`src/core/reset_init_map.vh`:
```
// register offsets, field positions and reset values of the reset initialisation block
`ifndef RESET_INIT_MAP_VH
`define RESET_INIT_MAP_VH
`define OFS_STATUS 12'h000
`define OFS_CAUSE 12'h004
`define OFS_IRQ_STAT 12'h008
`define OFS_IRQ_MASK 12'h00c
`define OFS_CTRL 12'h010
`define OFS_POINTERS 12'h014
`define OFS_CORE 12'h018
`define OFS_IOTMR 12'h01c
`define BIT_PDF 4
`define BIT_TO 5
`define CAUSE_NONE 3'h0
`define CAUSE_POR 3'h1
`define CAUSE_PIN 3'h2
`define CAUSE_LOWSUP 3'h3
`define CAUSE_USB 3'h4
`define CAUSE_WDT_RUN 3'h5
`define CAUSE_WDT_SLEEP 3'h6
`define PTR_RESET 8'h00
`define PC_RESET 13'h0000
`define DIR_INPUT 8'hff
`define WDT_RESET 16'h0000
`endif

```
`src/core/reset_cause_decode.v`:
```
// reset source classifier: picks one cause per cycle by priority
`timescale 1ns/10ps
`include "reset_init_map.vh"
module reset_cause_decode
(
    input wire porEvent,
    input wire pinLowEvent,
    input wire lowSupplyEvent,
    input wire usbResetEvent,
    input wire watchdogExpiry,
    input wire lowPowerMode,
    output reg [2:0] cause
);
    always @*
    begin
        if (porEvent)
            cause = `CAUSE_POR;
        else if (pinLowEvent)
            cause = `CAUSE_PIN;
        else if (lowSupplyEvent)
            cause = `CAUSE_LOWSUP;
        else if (usbResetEvent)
            cause = `CAUSE_USB;
        else if (watchdogExpiry && lowPowerMode)
            cause = `CAUSE_WDT_SLEEP;
        else if (watchdogExpiry)
            cause = `CAUSE_WDT_RUN;
        else
            cause = `CAUSE_NONE;
    end
endmodule

```
`src/core/reset_source_init_logic.v`:
```
// reset initialisation logic with flags, core state clearing and apb registers
//
// Chosen here: register access over APB and the placing of the registers.
`timescale 1ns/10ps
`include "reset_init_map.vh"
// How it works
// (RULE1) watchdog expiry while idle or asleep clears program counter, stack pointer and watchdog counter only
// (RULE2) pin, low-supply or usb reset in normal or slow mode keeps both flags
// (RULE3) watchdog expiry in normal or slow mode sets timeout flag, keeps powerdown
// (RULE4) watchdog expiry while idle or asleep sets timeout and powerdown flags
// (RULE5) flags live in status; sleep entry and watchdog clear also update them
// (RULE6) power-on reset clears timeout and powerdown flags
// (RULE7) power-on reset clears the interrupt enable; the irq mask keeps its value, so irq can still rise
// (RULE8) power-on reset clears the watchdog counter, which then counts at once
// (RULE9) power-on reset switches all timer modules off
// (RULE10) power-on reset makes every general-purpose pin an input
// (RULE11) power-on reset points the stack pointer at the stack top
// (RULE12) all resets clear pointer registers except watchdog expiry while asleep
// (RULE13) external reset pin low resets core and restarts at address zero
module reset_source_init_logic
#(
    parameter PC_WIDTH = 13,
    parameter SP_WIDTH = 4,
    parameter [SP_WIDTH-1:0] STACK_TOP = 4'hf,
    parameter NUM_TIMERS = 3
)
(
    input wire clk_sys,
    input wire rst,
    input wire porEvent,
    input wire external_reset_pin_n,
    input wire low_supply_reset,
    input wire usbReset,
    input wire watchdogExpiry,
    input wire lowPowerMode,
    input wire sleepEntry,
    input wire watchdogClear,
    input wire psel,
    input wire penable,
    input wire pwrite,
    input wire [11:0] paddr,
    input wire [31:0] pwdata,
    output wire pready,
    output reg [31:0] prdata,
    output wire pslverr,
    output wire irq,
    output reg coreResetPulse,
    output reg [PC_WIDTH-1:0] programCounter_q,
    output reg [SP_WIDTH-1:0] stackPointer_q,
    output reg [7:0] indirect_access_port_q,
    output reg [7:0] memory_pointer_q,
    output reg interruptEnable_q,
    output reg [15:0] watchdogCount_q,
    output reg [NUM_TIMERS-1:0] timerOn_q,
    output reg [7:0] ioDirection_q,
    output reg watchdog_expiry_flag_q,
    output reg powerdown_flag_q
);
    wire [2:0] cause;
    wire isPor;
    wire wdtSleep;
    wire fullReset;
    wire apbWrite;
    wire apbRead;
    wire [5:0] events;
    wire clearStat;
    wire [5:0] irqStat_d;
    reg [2:0] lastCause_q;
    reg [5:0] irqStat_q;
    reg [5:0] irqMask_q;
    reg watchdog_expiry_flag_d;
    reg powerdown_flag_d;
    reg [31:0] readWord;
    genvar g;

    function automatic hit;
        input [11:0] addr;
        input [11:0] ofs;
        begin
            hit = (addr == ofs);
        end
    endfunction

    function automatic anyCause;
        input [2:0] code;
        begin
            anyCause = (code != `CAUSE_NONE);
        end
    endfunction

    // one cause per cycle, power-on first
    reset_cause_decode decoder
    (
        .porEvent(porEvent),
        .pinLowEvent(~external_reset_pin_n),
        .lowSupplyEvent(low_supply_reset),
        .usbResetEvent(usbReset),
        .watchdogExpiry(watchdogExpiry),
        .lowPowerMode(lowPowerMode),
        .cause(cause)
    );

    assign isPor = (cause == `CAUSE_POR);
    assign wdtSleep = (cause == `CAUSE_WDT_SLEEP);
    assign fullReset = anyCause(cause) && !wdtSleep;
    assign apbWrite = psel && penable && pwrite;
    assign apbRead = psel && !pwrite;
    assign pready = 1'b1;
    assign pslverr = 1'b0;
    assign irq = |(irqStat_q & irqMask_q);

    // one sticky event per reset source, both watchdog causes sharing bit 4, plus sleep entry
    assign events[0] = isPor;
    assign events[1] = (cause == `CAUSE_PIN);
    assign events[2] = (cause == `CAUSE_LOWSUP);
    assign events[3] = (cause == `CAUSE_USB);
    assign events[4] = (cause == `CAUSE_WDT_RUN) || wdtSleep;
    assign events[5] = sleepEntry;

    // next value of the reset flags; both hold unless something moves them
    always @*
    begin
        watchdog_expiry_flag_d = watchdog_expiry_flag_q;
        powerdown_flag_d = powerdown_flag_q;
        case (cause)
            `CAUSE_POR:
            begin
                watchdog_expiry_flag_d = 1'b0; // [RULE6]
                powerdown_flag_d = 1'b0; // [RULE6]
            end
            `CAUSE_PIN, `CAUSE_LOWSUP, `CAUSE_USB:
            begin
                watchdog_expiry_flag_d = watchdog_expiry_flag_q; // [RULE2]
                powerdown_flag_d = powerdown_flag_q; // [RULE2]
            end
            `CAUSE_WDT_RUN:
                watchdog_expiry_flag_d = 1'b1; // [RULE3]
            `CAUSE_WDT_SLEEP:
            begin
                watchdog_expiry_flag_d = 1'b1; // [RULE4]
                powerdown_flag_d = 1'b1; // [RULE4]
            end
            default:
            begin
                // sleep entry sets powerdown, watchdog clear drops both
                if (sleepEntry)
                begin
                    watchdog_expiry_flag_d = 1'b0; // [RULE5]
                    powerdown_flag_d = 1'b1; // [RULE5]
                end
                else if (watchdogClear)
                begin
                    watchdog_expiry_flag_d = 1'b0; // [RULE5]
                    powerdown_flag_d = 1'b0; // [RULE5]
                end
            end
        endcase
    end

    // reset flags
    always @(posedge clk_sys or posedge rst)
    begin
        if (rst)
        begin
            watchdog_expiry_flag_q <= 1'b0; // [RULE6]
            powerdown_flag_q <= 1'b0; // [RULE6]
        end
        else
        begin
            watchdog_expiry_flag_q <= watchdog_expiry_flag_d;
            powerdown_flag_q <= powerdown_flag_d;
        end
    end

    // core state initialisation
    always @(posedge clk_sys or posedge rst)
    begin
        if (rst)
        begin
            programCounter_q <= `PC_RESET;
            stackPointer_q <= STACK_TOP;
            indirect_access_port_q <= `PTR_RESET;
            memory_pointer_q <= `PTR_RESET;
            interruptEnable_q <= 1'b0;
            watchdogCount_q <= `WDT_RESET;
            timerOn_q <= {NUM_TIMERS{1'b0}};
            ioDirection_q <= `DIR_INPUT;
            coreResetPulse <= 1'b1;
            lastCause_q <= `CAUSE_POR;
        end
        else
        begin
            coreResetPulse <= anyCause(cause); // [RULE13]
            if (anyCause(cause))
                lastCause_q <= cause;
            // a reset cause outranks any pointer, io/timer or control register write in the same cycle
            if (wdtSleep)
            begin
                programCounter_q <= `PC_RESET; // [RULE1]
                stackPointer_q <= {SP_WIDTH{1'b0}}; // [RULE1]
            end
            else if (fullReset)
            begin
                programCounter_q <= `PC_RESET; // [RULE13]
                stackPointer_q <= STACK_TOP; // [RULE11]
                indirect_access_port_q <= `PTR_RESET; // [RULE12]
                memory_pointer_q <= `PTR_RESET; // [RULE12]
                interruptEnable_q <= 1'b0; // [RULE7]
                timerOn_q <= {NUM_TIMERS{1'b0}}; // [RULE9]
                ioDirection_q <= `DIR_INPUT; // [RULE10]
            end
            else if (apbWrite && hit(paddr, `OFS_POINTERS))
            begin
                indirect_access_port_q <= pwdata[7:0];
                memory_pointer_q <= pwdata[15:8];
            end
            else if (apbWrite && hit(paddr, `OFS_IOTMR))
            begin
                ioDirection_q <= pwdata[7:0];
                timerOn_q <= pwdata[8 +: NUM_TIMERS];
            end
            else if (apbWrite && hit(paddr, `OFS_CTRL))
                interruptEnable_q <= pwdata[0];
            else
                programCounter_q <= programCounter_q + {{(PC_WIDTH-1){1'b0}}, 1'b1};
            // watchdog restarts counting from zero right after reset
            if (fullReset || watchdogClear || wdtSleep)
            begin
                watchdogCount_q <= `WDT_RESET; // [RULE8]
            end
            else
            begin
                watchdogCount_q <= watchdogCount_q + 16'h0001; // [RULE8]
            end
        end
    end

    // sticky status, set wins over write-one-to-clear
    assign clearStat = apbWrite && hit(paddr, `OFS_IRQ_STAT);
    generate
        for (g = 0; g < 6; g = g + 1)
        begin : stickyBit
            assign irqStat_d[g] = events[g] || (irqStat_q[g] && !(clearStat && pwdata[g]));
        end
    endgenerate

    always @(posedge clk_sys or posedge rst)
    begin
        if (rst)
        begin
            irqStat_q <= 6'h00;
            irqMask_q <= 6'h00;
        end
        else
        begin
            irqStat_q <= irqStat_d;
            if (apbWrite && hit(paddr, `OFS_IRQ_MASK))
                irqMask_q <= pwdata[5:0];
        end
    end

    // read word by offset; unmapped offsets read zero
    always @*
    begin
        readWord = 32'h00000000;
        case (paddr)
            `OFS_STATUS:
            begin
                readWord[`BIT_TO] = watchdog_expiry_flag_q;
                readWord[`BIT_PDF] = powerdown_flag_q;
            end
            `OFS_CAUSE:
                readWord[2:0] = lastCause_q;
            `OFS_IRQ_STAT:
                readWord[5:0] = irqStat_q;
            `OFS_IRQ_MASK:
                readWord[5:0] = irqMask_q;
            `OFS_CTRL:
                readWord[0] = interruptEnable_q;
            `OFS_POINTERS:
                readWord[15:0] = {memory_pointer_q, indirect_access_port_q};
            `OFS_CORE:
            begin
                readWord[SP_WIDTH-1:0] = stackPointer_q;
                readWord[23:8] = watchdogCount_q;
            end
            `OFS_IOTMR:
            begin
                readWord[7:0] = ioDirection_q;
                readWord[8 +: NUM_TIMERS] = timerOn_q;
            end
            default:
                readWord = 32'h00000000;
        endcase
    end

    // read data taken in the setup cycle, so it stands through the access phase
    always @(posedge clk_sys or posedge rst)
    begin
        if (rst)
            prdata <= 32'h00000000;
        else if (apbRead && !penable)
            prdata <= readWord;
    end
endmodule

```
`config.mk`:
```
export PLATFORM = sky130hd
export DESIGN_NAME = reset_source_init_logic
export DESIGN_NICKNAME = d
export VERILOG_FILES = /design/src/core/reset_cause_decode.v /design/src/core/reset_source_init_logic.v
export VERILOG_INCLUDE_DIRS = /design/src /design/src/core
export SDC_FILE = /design/constraint.sdc
export NUM_CORES = 1
export LEC_CHECK = 0
export BUFFER_PORTS_ARGS = -buffer_cell sky130_fd_sc_hd__buf_2
export CAP_MARGIN = 15
export CORE_AREA = 3 3 111 113
export DETAILED_ROUTE_END_ITERATION = 7
export DIE_AREA = 0 0 114 116
export MAX_ROUTING_LAYER = met4
export PLACE_DENSITY_LB_ADDON = 0.12
export SLEW_MARGIN = 20
export SYNTH_ARGS = -nofsm -noshare
export SYNTH_HDL_FRONTEND = slang
export SYNTH_SLANG_ARGS = --single-unit
```
`constraint.sdc`:
```
create_clock -name clk_sys -period 2.82 [get_ports clk_sys]
set_input_delay 0.423 -clock clk_sys [delete_from_list [all_inputs] [get_ports clk_sys]]
set_output_delay 0.423 -clock clk_sys [all_outputs]
set_load 0.01 [all_outputs]
```
==> results.toml <==
[final_layout]
final_cell_mix = "buf_2, dfrtp_1, nand2_1, o21ai_0, a21oi_1"
drive_gt1_frac = 0.303
insertedDiodeCount = 0
area_delta_synth_final_pct = 19.5
fillCellCount = 1044
nets = 718
final_common_cell = "buf_2"
final_area_um2 = 6380

[global_route]
antenna_found_initial = 0
grt.total_usage = 0.244
gr-total-overflow = 0
grt_pass1_wl_um = 24800
grt_max_degree = 45
grt_pass1_vias = 4508

[synthesis]
synth-seq-cells = 100
synth_area_leader_cell = "dfrtp_1"
yosysSeqAreaShare = 0.472
syn_inst = 542
synthFlopType = "dfrtp_1"
synthTopCellsByArea = "dfrtp_1, dfstp_2, o21ai_0"
yosysWarnings = 0
synth_cell_types = 66
synth_edf_count = 0
async_reset_ff_frac = 1.00
avgSynthCellArea_um2 = 9.85
yosys.area.top_type_share = 0.417
syn_area_um2 = 5340

[critical_path]
critical_path_required_ps = 3100
worstSetupPathType = "in -> reg"
cp.arrival_ps = 2250
startpoint_type = "primary input"
critPathCaptureType = "flip-flop"
path_max_fanout = 11

[cts]
clk_path_buf_depth = 2
cts_resized = 0
cts_sinks = 100
cts-root-buf = "clkbuf_16"
cts_buffers = 9
cts_tree = "built"
htree_levels = 3
cts_setup_buffers = 0
clk_pin_slew_ps = 70
worst_skew_pair.late_latency_ps = 350
hold_buffers = 0

[sta]
hold_ws_ps = 238
rsz0062_at_grt = "no"
worstMarginPinSlew_ps = 880
setup_tns_ps = 0
fin_crit_sh = 0.698
hold_violations = 0
clock_skew_ps = 7.44
min_period_ps = 1970
max_freq_ghz = 0.508
slew_headroom = 0.412
setup_viol = 0
slew_violations = 0

[pwr]
power_mw = 2.94
powerDensity_nw_per_um2 = 461
p_leak_nw = 2.92
peakVddDrop_mv = 0.290

[drt]
via_count = 4736
drcViolationCount = 0
drtIter0Drc = 324
wl_per_cell_um = 19.3
wirelength_um = 15600
via_per_inst = 5.88
detail-route-antenna-nets = 0
firstDrtPassIters = 4

[min_path]
hold_path_class = "in -> async"

[floorplanning]
pin_count = 156
die_h_um = 116
dieArea_um2 = 13200
std_cell_rows = 39
start_util = 0.467
die_w_um = 114
core_um2 = 11400

[place]
place_area_um2 = 6080
io_buffers = 129
place.gp.congestion = 0.941
dp_hpwl_um = 11300

[outcome]
status = "finished, final reports clean"

[run]
drv_cap = 0
==> metal layers <==
layer,up-vias,share of wire,global-route usage
li1,2235,-,-
met5,-,0,-
met2,190,0.46,0.363
met3,16,0.060,0.0261
met4,0,0.014,0.0681
met1,2295,0.47,0.356
==> cell usage after synthesis (all sizes together) (13+ instances only) <==
cell type / n
dfrtp: 89
nand2: 52
o21ai: 46
buf: 31
a21oi: 27
nand3: 27
nor2: 22
clkbuf: 19
nor3: 16
o211ai: 16
a22o: 15
nand4: 15
or3: 15
mux2i: 13
==> final timing paths <==
path	startpoint	end	slack [ps]	cells past startpoint
min	rst	prdata[18]	240	2
max reg2reg	watchdogCount_q[3]	watchdogCount_q[15]	1110	4
max	porEvent	ioDirection_q[2]	850	5
max in group asynchronous	rst	lastCause_q[0]	1810	3
min reg2reg	prdata[3]	prdata[3]	480	2
min in group clk_sys	sleepEntry	irqStat_q[5]	300	2
==> critical path, cell delays in order <==
cell	delay, ps
buf_2	160
or3b_1	580
or3_1	560
or3_1	390
o211a_1	140
==> kinds of logic after synthesis <==
| kind of cell | Yosys count | share of synthesized area |
|---|---|---|
| adders and majority gates | 3 | 0.00703 |
| buffers and inverters | 59 | 0.0563 |
| xor gates and xnor gates | 10 | 0.0164 |
| and+or+nand+nor | 192 | 0.204 |
| AOI/OAI and AO/OA | 151 | 0.194 |
| other | 2 | 0.00141 |
| DFF | 100 | 0.472 |
| muxes | 25 | 0.0497 |
==> sequential cells by signal, indices dropped and copies added, names as in the netlist <==
name,flops
coreResetPulse,1
indirect_access_port_q,8
interruptEnable_q,1
ioDirection_q,8
irqMask_q,6
irqStat_q,6
lastCause_q,3
memory_pointer_q,8
powerdown_flag_q,1
prdata,24
programCounter_q,13
stackPointer_q,1
timerOn_q,3
watchdogCount_q,16
watchdog_expiry_flag_q,1
==> metrics by stage <==
stage | worst slack (ps) | cells | util
6_report | 852 | 806 | 0.558
4_1_cts | 877 | 806 | 0.558
2_1_floorplan | 929 | 550 | -
5_1_grt | 728 | 806 | 0.558
3_5_place_dp | 521 | 790 | 0.532
3_3_place_gp | 546 | 790 | 0.532
==> power breakdown <==
part / internal, mW / switching, mW
sequential: 1.44 / 0.00809
combinational: 0.0707 / 0.144
clock: 0.695 / 0.575
total: 2.21 / 0.727
==> area by class of cell <==
type / instances / area [µm²] / share of cell area
Multi-Input combinational cell: 391 / 2550 / 0.400
Sequential cell: 100 / 2520 / 0.395
Timing Repair Buffer: 147 / 793 / 0.124
Clock buffer: 9 / 225 / 0.0353
Tap cell: 143 / 179 / 0.0281
Clock inverter: 7 / 75.1 / 0.0118
Inverter: 9 / 37.5 / 0.00589
No activity file was read; power rests on OpenSTA's default activity.
